File: config.mk
export PLATFORM = sky130hd
export DESIGN_NAME = tsl_trigger_sequencer_limits
export DESIGN_NICKNAME = d
export VERILOG_FILES = /design/src/hw/tsl_trigger_sequencer_limits.v
export VERILOG_INCLUDE_DIRS = /design/src /design/src/hw
export SDC_FILE = /design/constraint.sdc
export NUM_CORES = 1
export LEC_CHECK = 0
export ABC_CLOCK_PERIOD_IN_PS = 2800
export BUFFER_PORTS_ARGS = -buffer_cell sky130_fd_sc_hd__buf_2
export CORE_UTILIZATION = 50
export CTS_BUF_LIST = sky130_fd_sc_hd__clkbuf_2
export DETAILED_ROUTE_END_ITERATION = 8
export PLACE_DENSITY_LB_ADDON = 0.08
export SLEW_MARGIN = 30
export SYNTH_ARGS = -nofsm -noshare
export SYNTH_HDL_FRONTEND = slang
export SYNTH_SLANG_ARGS = --single-unit
File: constraint.sdc
create_clock -name clk -period 2.8 [get_ports clk]
set_input_delay 0.42 -clock clk [delete_from_list [all_inputs] [get_ports clk]]
set_output_delay 0.42 -clock clk [all_outputs]
set_load 0.03 [all_outputs]
File: src/hw/tsl_defs.vh
// register map, field positions and reset values of the trigger sequencer limits block
`ifndef TSL_DEFS_VH
`define TSL_DEFS_VH
`define TSL_ADDR_W 8
`define TSL_OFF_BTE 8'h00
`define TSL_OFF_SDLIM 8'h04
`define TSL_OFF_C0LIM 8'h08
`define TSL_OFF_CTRL 8'h0C
`define TSL_OFF_STAT 8'h10
`define TSL_RST_BTE 16'h0000
`define TSL_RST_SDLIM 16'h0000
`define TSL_RST_C0LIM 16'h0000
`define TSL_BASE_DELAY 17'h00001
`define TSL_BTE_ADC_HI 15
`define TSL_BTE_ADC_LO 12
`define TSL_BTE_IC_HI 11
`define TSL_BTE_IC_LO 8
`define TSL_BTE_OCCK_HI 7
`define TSL_BTE_OCCK_LO 4
`define TSL_BTE_OCSY_HI 3
`define TSL_BTE_OCSY_LO 0
`define TSL_CTRL_EN 0
`define TSL_CTRL_START 1
`define TSL_OPT_BCAST 4'hF
`define TSL_RESP_OKAY 2'b00
`define TSL_RESP_SLVERR 2'b10
`endif

File: src/hw/tsl_trigger_sequencer_limits.v
// trigger sequencer limits: broadcast enables, step delay, counter-0 limit, AXI4-Lite slave
// Function
// - broadcast command pulses ADC trigger outputs 15..12 for each set enable bit 15..12
// - broadcast command pulses capture 4..1 sync for each set enable bit 11..8
// - broadcast command pulses compare 4..1 clock for each set enable bit 7..4
// - broadcast enables used only by control step with option 1111
// - step delay limit counts extra sequencer clocks from step start to completion
// - each step lasts step delay limit plus one clock
// - counter-0 limit supplies the loop count of jump-on-counter-0 step
// - counter-0 limit also serves as terminal limit of general counter 0
// - all three registers ignore writes while enabled, started and stepping
//
// Our own choices: register access over AXI4-Lite and the placing of the registers.
`timescale 1ns/1ps
`include "tsl_defs.vh"
module tsl_trigger_sequencer_limits (
  // clock and reset
  input wire clk,
  input wire rst_n,
  // axi4-lite write address and data
  input wire [7:0] s_axi_awaddr,
  input wire s_axi_awvalid,
  output wire s_axi_awready,
  input wire [31:0] s_axi_wdata,
  input wire [3:0] s_axi_wstrb,
  input wire s_axi_wvalid,
  output wire s_axi_wready,
  // axi4-lite write response
  output reg [1:0] s_axi_bresp,
  output reg s_axi_bvalid,
  input wire s_axi_bready,
  // axi4-lite read
  input wire [7:0] s_axi_araddr,
  input wire s_axi_arvalid,
  output wire s_axi_arready,
  output reg [31:0] s_axi_rdata,
  output reg [1:0] s_axi_rresp,
  output reg s_axi_rvalid,
  input wire s_axi_rready,
  // step commands from the decoder (same clock)
  input wire stepStart,
  input wire [3:0] ctrlOption,
  input wire isCtrlCmd,
  input wire jump0Cmd,
  input wire counter0Tick,
  // step and loop results
  output reg stepDone,
  output reg stepBusy,
  output reg jump0Taken,
  output reg counter0Limit,
  // peripheral pulses
  output reg [3:0] adcTrigger,
  output reg [3:0] captureSync,
  output reg [3:0] compareClock,
  output reg [3:0] compareSync
);

  // register state
  reg [15:0] bte_r;
  reg [15:0] sdLim_r;
  reg [15:0] c0Lim_r;
  reg enable_r;
  reg start_r;
  reg [16:0] delayCnt_r;
  reg [15:0] loopCnt_r;
  reg [15:0] gpCnt_r;
  reg [7:0] awAddr_r;
  reg awHeld_r;
  reg [31:0] wData_r;
  reg [3:0] wStrb_r;
  reg wHeld_r;

  // byte-lane merge of a 16-bit register
  function [15:0] merge16;
    input [15:0] old;
    input [31:0] data;
    input [3:0] strb;
    begin
      merge16 = old;
      if (strb[0]) merge16[7:0] = data[7:0];
      if (strb[1]) merge16[15:8] = data[15:8];
    end
  endfunction

  // address to one-hot register select; zero for an unmapped offset
  function [4:0] regSel;
    input [7:0] a;
    begin
      case (a)
        `TSL_OFF_BTE: regSel = 5'h01;
        `TSL_OFF_SDLIM: regSel = 5'h02;
        `TSL_OFF_C0LIM: regSel = 5'h04;
        `TSL_OFF_CTRL: regSel = 5'h08;
        `TSL_OFF_STAT: regSel = 5'h10;
        default: regSel = 5'h00;
      endcase
    end
  endfunction

  // address decode, shared by both channels
  function mapped;
    input [7:0] a;
    begin
      mapped = (regSel(a) != 5'h00);
    end
  endfunction

  // address and data are each held until both are present; one write in flight
  assign s_axi_awready = !awHeld_r && !s_axi_bvalid;
  assign s_axi_wready = !wHeld_r && !s_axi_bvalid;
  assign s_axi_arready = !s_axi_rvalid;

  wire awFire = s_axi_awvalid && s_axi_awready;
  wire wFire = s_axi_wvalid && s_axi_wready;
  wire [7:0] wrAddr = awHeld_r ? awAddr_r : s_axi_awaddr;
  wire [31:0] wrData = wHeld_r ? wData_r : s_axi_wdata;
  wire [3:0] wrStrb = wHeld_r ? wStrb_r : s_axi_wstrb;
  wire wrGo = (awHeld_r || awFire) && (wHeld_r || wFire);

  // locked while running; a blocked write still answers okay but changes nothing
  wire locked = enable_r && start_r && stepBusy;
  wire bcast = stepStart && isCtrlCmd && (ctrlOption == `TSL_OPT_BCAST);

  // enable fields of the broadcast register, one nibble per peripheral group
  wire [3:0] adcEn = bte_r[`TSL_BTE_ADC_HI:`TSL_BTE_ADC_LO];
  wire [3:0] captureEn = bte_r[`TSL_BTE_IC_HI:`TSL_BTE_IC_LO];
  wire [3:0] compareClkEn = bte_r[`TSL_BTE_OCCK_HI:`TSL_BTE_OCCK_LO];
  wire [3:0] compareSyncEn = bte_r[`TSL_BTE_OCSY_HI:`TSL_BTE_OCSY_LO];
  // read-back words of the control and status registers
  wire [31:0] ctrlWord = {30'h00000000, start_r, enable_r};
  wire [31:0] statWord = {29'h00000000, locked, counter0Limit, stepBusy};

  // write channel capture and response
  always @(posedge clk or negedge rst_n) begin
    if (!rst_n) begin
      awHeld_r <= 1'b0;
      wHeld_r <= 1'b0;
      awAddr_r <= 8'h00;
      wData_r <= 32'h00000000;
      wStrb_r <= 4'h0;
      s_axi_bvalid <= 1'b0;
      s_axi_bresp <= 2'b00;
    end else begin
      if (wrGo) begin
        awHeld_r <= 1'b0;
        wHeld_r <= 1'b0;
        s_axi_bvalid <= 1'b1;
        s_axi_bresp <= mapped(wrAddr) ? `TSL_RESP_OKAY : `TSL_RESP_SLVERR;
      end else begin
        if (awFire) begin
          awHeld_r <= 1'b1;
          awAddr_r <= s_axi_awaddr;
        end
        if (wFire) begin
          wHeld_r <= 1'b1;
          wData_r <= s_axi_wdata;
          wStrb_r <= s_axi_wstrb;
        end
        if (s_axi_bvalid && s_axi_bready) s_axi_bvalid <= 1'b0;
      end
    end
  end

  // next values of the software registers
  reg [15:0] bte_nxt;
  reg [15:0] sdLim_nxt;
  reg [15:0] c0Lim_nxt;
  reg enable_nxt;
  reg start_nxt;
  wire [4:0] wrSel = regSel(wrAddr);

  // the limits refuse writes while locked; control stays writable so a run can be stopped
  always @* begin
    bte_nxt = bte_r;
    sdLim_nxt = sdLim_r;
    c0Lim_nxt = c0Lim_r;
    enable_nxt = enable_r;
    start_nxt = start_r;
    if (wrGo && !locked) begin
      if (wrSel[0]) bte_nxt = merge16(bte_r, wrData, wrStrb);
      if (wrSel[1]) sdLim_nxt = merge16(sdLim_r, wrData, wrStrb);
      if (wrSel[2]) c0Lim_nxt = merge16(c0Lim_r, wrData, wrStrb);
    end
    if (wrGo && wrSel[3] && wrStrb[0]) begin
      enable_nxt = wrData[`TSL_CTRL_EN];
      start_nxt = wrData[`TSL_CTRL_START];
    end
  end

  // software registers
  always @(posedge clk or negedge rst_n) begin
    if (!rst_n) begin
      bte_r <= `TSL_RST_BTE;
      sdLim_r <= `TSL_RST_SDLIM;
      c0Lim_r <= `TSL_RST_C0LIM;
      enable_r <= 1'b0;
      start_r <= 1'b0;
    end else begin
      bte_r <= bte_nxt;
      sdLim_r <= sdLim_nxt;
      c0Lim_r <= c0Lim_nxt;
      enable_r <= enable_nxt;
      start_r <= start_nxt;
    end
  end

  // read data of the addressed register; unmapped offsets read as zero
  reg [31:0] rdWord;
  always @* begin
    case (s_axi_araddr)
      `TSL_OFF_BTE: rdWord = {16'h0000, bte_r};
      `TSL_OFF_SDLIM: rdWord = {16'h0000, sdLim_r};
      `TSL_OFF_C0LIM: rdWord = {16'h0000, c0Lim_r};
      `TSL_OFF_CTRL: rdWord = ctrlWord;
      `TSL_OFF_STAT: rdWord = statWord;
      default: rdWord = 32'h00000000;
    endcase
  end

  // read channel, one cycle after the address is taken
  always @(posedge clk or negedge rst_n) begin
    if (!rst_n) begin
      s_axi_rvalid <= 1'b0;
      s_axi_rdata <= 32'h00000000;
      s_axi_rresp <= 2'b00;
    end else if (s_axi_arvalid && s_axi_arready) begin
      s_axi_rvalid <= 1'b1;
      s_axi_rresp <= mapped(s_axi_araddr) ? `TSL_RESP_OKAY : `TSL_RESP_SLVERR;
      s_axi_rdata <= rdWord;
    end else if (s_axi_rvalid && s_axi_rready) begin
      s_axi_rvalid <= 1'b0;
    end
  end

  // step timer next state: a start is ignored while enable is low or a step runs
  reg stepBusy_nxt;
  reg stepDone_nxt;
  reg [16:0] delayCnt_nxt;
  always @* begin
    stepBusy_nxt = stepBusy;
    stepDone_nxt = 1'b0;
    delayCnt_nxt = delayCnt_r;
    if (!enable_r) begin
      stepBusy_nxt = 1'b0;
    end else if (stepStart && !stepBusy) begin
      stepBusy_nxt = 1'b1;
      delayCnt_nxt = {1'b0, sdLim_r} + `TSL_BASE_DELAY;
    end else if (stepBusy) begin
      if (delayCnt_r == 17'h00001) begin
        stepBusy_nxt = 1'b0;
        stepDone_nxt = 1'b1;
      end
      delayCnt_nxt = delayCnt_r - 17'h00001;
    end
  end

  // step timer: done pulses sdLim+1 clocks after the start edge, as busy falls
  always @(posedge clk or negedge rst_n) begin
    if (!rst_n) begin
      stepBusy <= 1'b0;
      stepDone <= 1'b0;
      delayCnt_r <= 17'h00000;
    end else begin
      stepBusy <= stepBusy_nxt;
      stepDone <= stepDone_nxt;
      delayCnt_r <= delayCnt_nxt;
    end
  end

  // pulse values for the next clock; every field stays quiet without a broadcast
  wire [3:0] adcTrigger_nxt = bcast ? adcEn : 4'h0;
  wire [3:0] captureSync_nxt = bcast ? captureEn : 4'h0;
  wire [3:0] compareClock_nxt = bcast ? compareClkEn : 4'h0;
  wire [3:0] compareSync_nxt = bcast ? compareSyncEn : 4'h0;

  // broadcast pulses, one clock wide, gated by the enable fields
  always @(posedge clk or negedge rst_n) begin
    if (!rst_n) begin
      adcTrigger <= 4'h0;
      captureSync <= 4'h0;
      compareClock <= 4'h0;
      compareSync <= 4'h0;
    end else begin
      adcTrigger <= adcTrigger_nxt;
      captureSync <= captureSync_nxt;
      compareClock <= compareClock_nxt;
      compareSync <= compareSync_nxt;
    end
  end

  // jump-0 loop next state: jump until the count meets the limit, then reload
  reg [15:0] loopCnt_nxt;
  reg jump0Taken_nxt;
  always @* begin
    loopCnt_nxt = loopCnt_r;
    jump0Taken_nxt = 1'b0;
    if (!enable_r) begin
      loopCnt_nxt = 16'h0000;
    end else if (stepStart && jump0Cmd) begin
      if (loopCnt_r == c0Lim_r) begin
        loopCnt_nxt = 16'h0000;
      end else begin
        loopCnt_nxt = loopCnt_r + 16'h0001;
        jump0Taken_nxt = 1'b1;
      end
    end
  end

  // jump-0 loop registers; a limit of zero never jumps
  always @(posedge clk or negedge rst_n) begin
    if (!rst_n) begin
      loopCnt_r <= 16'h0000;
      jump0Taken <= 1'b0;
    end else begin
      loopCnt_r <= loopCnt_nxt;
      jump0Taken <= jump0Taken_nxt;
    end
  end

  // general counter 0 next state; stops counting once the terminal flag is up
  reg [15:0] gpCnt_nxt;
  reg counter0Limit_nxt;
  always @* begin
    gpCnt_nxt = gpCnt_r;
    counter0Limit_nxt = counter0Limit;
    if (!enable_r) begin
      gpCnt_nxt = 16'h0000;
      counter0Limit_nxt = 1'b0;
    end else if (counter0Tick && !counter0Limit) begin
      gpCnt_nxt = gpCnt_r + 16'h0001;
      counter0Limit_nxt = (gpCnt_r + 16'h0001) == c0Lim_r;
    end
  end

  // general counter 0 registers; the flag is a level until enable is cleared
  always @(posedge clk or negedge rst_n) begin
    if (!rst_n) begin
      gpCnt_r <= 16'h0000;
      counter0Limit <= 1'b0;
    end else begin
      gpCnt_r <= gpCnt_nxt;
      counter0Limit <= counter0Limit_nxt;
    end
  end

endmodule

==> results.md <==
- The growth of design area from synthesis to finish is 13.8%.
- The share of synthesized area occupied by flip-flops and latches is 47.4%.
- The number of top-level design ports is 128.
- The worst clock skew is 0.0280 ns.
- Clock-pin slew was measured on the worst setup and hold paths at 0.22 ns.
- The number of vias per cell is 5.73.
- The via count of the first global-routing pass is 6788.
- Dividing the detail-routed wire length by the instance count gives 18.7 µm.
- The classification of the worst-slack hold path is input port to flop.
- Cells with a size suffix above 1 make up 24.5% of the layout.
- Counting every sink on the clock net gives 167.
- The share of the cycle needed by the critical path after routing is 88.6%.
- After synthesis the cells add up to 8820 µm².
- At the end of the flow, the number of nets in the layout was 1040.
- Synthesis produced 850 cells.
- The worst path setup slack after routing is 0.319 ns.
- STA puts the critical path data required time at 3.45 ns.
- The slew of the pin with the lowest slew margin is 0.943 ns.
- The vertical extent of the die is 135 µm.
- Yosys mapped a number of flops with a built-in enable equal to 0.
- The worst slew margin relative to its limit is 36.9%.
- Timing analysis after detailed placement gives a worst setup slack of 0.393 ns.
- Input and output buffers added on the ports amount to 91.
- The worst-case IR drop observed on VDD is 0.656 mV.
- The maximum fanout count along the critical path is 12.
- The DRC marker count from the first detailed-route iteration is 585.
- Once detailed placement completed, the half-perimeter wirelength came to 16500 µm.
- The startpoint of the lowest-slack register-to-register path is awHeld_r.
- The worst setup path is launched from a flop.
- The run finished with clean final reports.
- The routability congestion estimate from global placement is 0.882.
- The fraction of synthesis flops using an asynchronous set or reset pin is 100%.
- In this run the clock root is driven by a clkbuf_2.
- Leaving out fill and tap cells, the most frequent cells in the layout are 167 x dfrtp_1, 91 x mux2_2, 90 x buf_2.
- Of all cell types, the one taking the most synthesized area is dfrtp_1.
- The clock passes through at most 2 buffers.
- The total negative slack for setup checks is 0 ns.
- Yosys attributes the largest share of cell area to dfrtp_1 47%, mux2_2 12%, xnor2_1 5.1%.
- Setup repair after global routing left no endpoint under its margin.
- The hold path depth is 4.
- Counting the fill cells in the layout gives 1472.
- The residual DRC count is 0.
- The main flop type after synthesis is dfrtp_1.
- The area share of the largest cell type after synthesis is 47.4%.
- The first detailed-routing pass took 6 iterations.
- The total vias in the final route is 6908.
- TritonCTS built the clock tree.
- The count of state elements after synthesis is 167.
- At the worst endpoint, the arrival time is 3.13 ns.
- The distinct cell type count after synthesis is 59.
- In this run the register-to-register setup slack is 0.32 ns.
- The static leakage is 4.76 nW.
- The startpoint identified for the worst hold timing path is s_axi_awvalid.
- The max-slew violation count is 0.
- The clock tree synthesis step divided the H-tree into 4 levels.
- Global routing finished with a remaining overflow of 0.
- The largest net degree at the start of global routing is 57.
- The finished layout holds 1206 standard cells, fillers aside.
- The number of antenna violations at the first check in global routing is 1.
- After detailed placement, the design holds a cell count of 1144.
- After floorplanning, the core was divided into 48 placement rows.
- The endpoint with the worst hold slack is awHeld_r.
- Counting cells, the worst reg-to-reg path comes to 6.
- The first-pass GRT wire length is 35800 µm.
- The number of maximum-capacitance constraint violations is 0.
- The library cell used most frequently in the layout, excluding fill and tap cells, is dfrtp_1.
- The total CTS buffers is 17.
- After floorplanning, the core was sized to cover 17200 µm².
- Derived from the worst setup path, the maximum achievable clock frequency is 403 MHz.
- The worst path in the final design needs a cycle of 2.48 ns, including I/O delays and setup.
- The mean cell area of the mapped netlist is 10.4 µm².
- The global router's overall resource usage is 25.9%.
- The count of nets left with antenna violations once routing finished came out at 0.
- The synthesis warning total is 0.
- The total power divided by cell area is 604 nW/µm².
- The critical path class is flop to flop.
- The effective utilization at floorplan is 51.2%.
- The worst register-to-register path ends at sdLim_r[2].
- The clock insertion delay at the later pin of the skew report is 0.75 ns.
- The number of endpoints with negative hold slack in the final report is 0.
- The floorplan die area is 18200 µm².
- The number of buffers inserted to repair setup after CTS is 0.
- Wires add up to 22500 µm.
- The x dimension of the die is 135 µm.
- The worst setup path is captured at a flop.
- Setup violations remaining at the end of the flow were counted as 0.
-- how the worst max path moves through the flow --
stage / endpoint / startpoint / slack [ns] / cells past startpoint
6_report: sdLim_r[2] / awHeld_r / 0.32 / 6
4_1_cts: c0Lim_r[2] / awHeld_r / 0.31 / 6
3_3_place_gp: bte_r[1] / awHeld_r / 0.41 / 6
3_5_place_dp: sdLim_r[2] / awHeld_r / 0.39 / 6
2_1_floorplan: sdLim_r[10] / s_axi_bvalid / 0.61 / 6
5_1_grt: c0Lim_r[1] / awHeld_r / 0.16 / 6
-- critical path, cell delays in order (launching register included) --
cell and delay [ns]:
dfrtp_1 0.56, nor4_1 0.35, a22oi_1 0.16, or3b_4 0.44, nor3_2 0.20, nand2_1 0.28
mux2_1 0.40
-- timing repair --
item                       4_1_cts  5_1_grt
hold buffers                    30        0
hold endpoints to repair        82        0
setup endpoints to repair        0        0
gates resized for setup          0        0
-- cells by family (layout without fill, tap and decap cells) --
family	after synthesis	in the layout	synth area share, %
multiplexers	115	115	14.4
buffers and inverters	75	188	4.01
AO/OA/AOI/OAI	152	152	10.8
AND/OR/NAND/NOR	270	270	16.3
adder cells (fa/ha/maj)	5	5	0.709
XOR/XNOR	65	65	6.45
flip-flops	167	167	47.4
other	1	19	0.0425
-- layout make-up --
| cell class | count | area [µm²] | share of cell area [%] |
|---|---|---|---|
| multi-input combinational | 625 | 4360 | 43.4 |
| sequential | 167 | 4180 | 41.6 |
| timing repair buffer | 139 | 910 | 9.06 |
| tap | 225 | 282 | 2.80 |
| clock inverter | 14 | 159 | 1.58 |
| clock buffer | 17 | 85.1 | 0.847 |
| inverter | 18 | 67.6 | 0.673 |
| antenna | 1 | 2.50 | 0.0249 |
-- cell usage after synthesis (6+ instances only) --
master,count
o31ai_1,17
o22ai_1,16
nor4_1,8
dfrtp_1,167
o21a_1,6
mux2_2,91
nand3_1,21
mux2i_1,22
inv_1,18
clkbuf_1,33
and2_1,33
and3_1,16
xor2_1,14
nor2b_1,8
nor2_1,46
buf_4,18
nand2_1,59
nor3_1,23
xnor2_1,51
nor3b_1,6
or3_1,9
nand4_1,18
a21oi_1,36
o21ai_0,39
-- flip-flops by register name, summed over array words and instances (netlist names), 2 cells and up --
signal and cells:
wStrb_r 2, sdLim_r 16, captureSync 4, s_axi_rdata 16, delayCnt_r 17, awAddr_r 8, loopCnt_r 16, bte_r 16
compareSync 4, c0Lim_r 16, adcTrigger 4, compareClock 4, gpCnt_r 16, wData_r 16
-- per-stage QoR --
step | instance area, µm² | utilization [%] | hold slack [ns] | total power, mW
6_report | 10000 | 58.2 | 0.110 | 6.06
5_1_grt | 10000 | 58.2 | 0.0641 | 6.41
4_1_cts | 10000 | 58.2 | 0.0345 | 6.10
3_5_place_dp | 9490 | 55.1 | 0.413 | 4.74
3_3_place_gp | 9490 | 55.1 | 0.409 | 4.65
2_1_floorplan | 8890 | - | 0.124 | 4.21
-- power by group --
group          internal (mW)  switching [mW]
Clock                  0.487           0.847
Sequential              2.77           0.334
Combinational          0.743           0.889
-- layer usage --
layer,up-vias,global-route usage [%],wire length (µm)
met5,-,0,0
met4,0,10.2,520
met3,39,3.94,873
met2,216,42.4,11000
met1,3422,34.8,10100
li1,3231,-,-
Note: power is estimated with default switching activity, not from simulation.
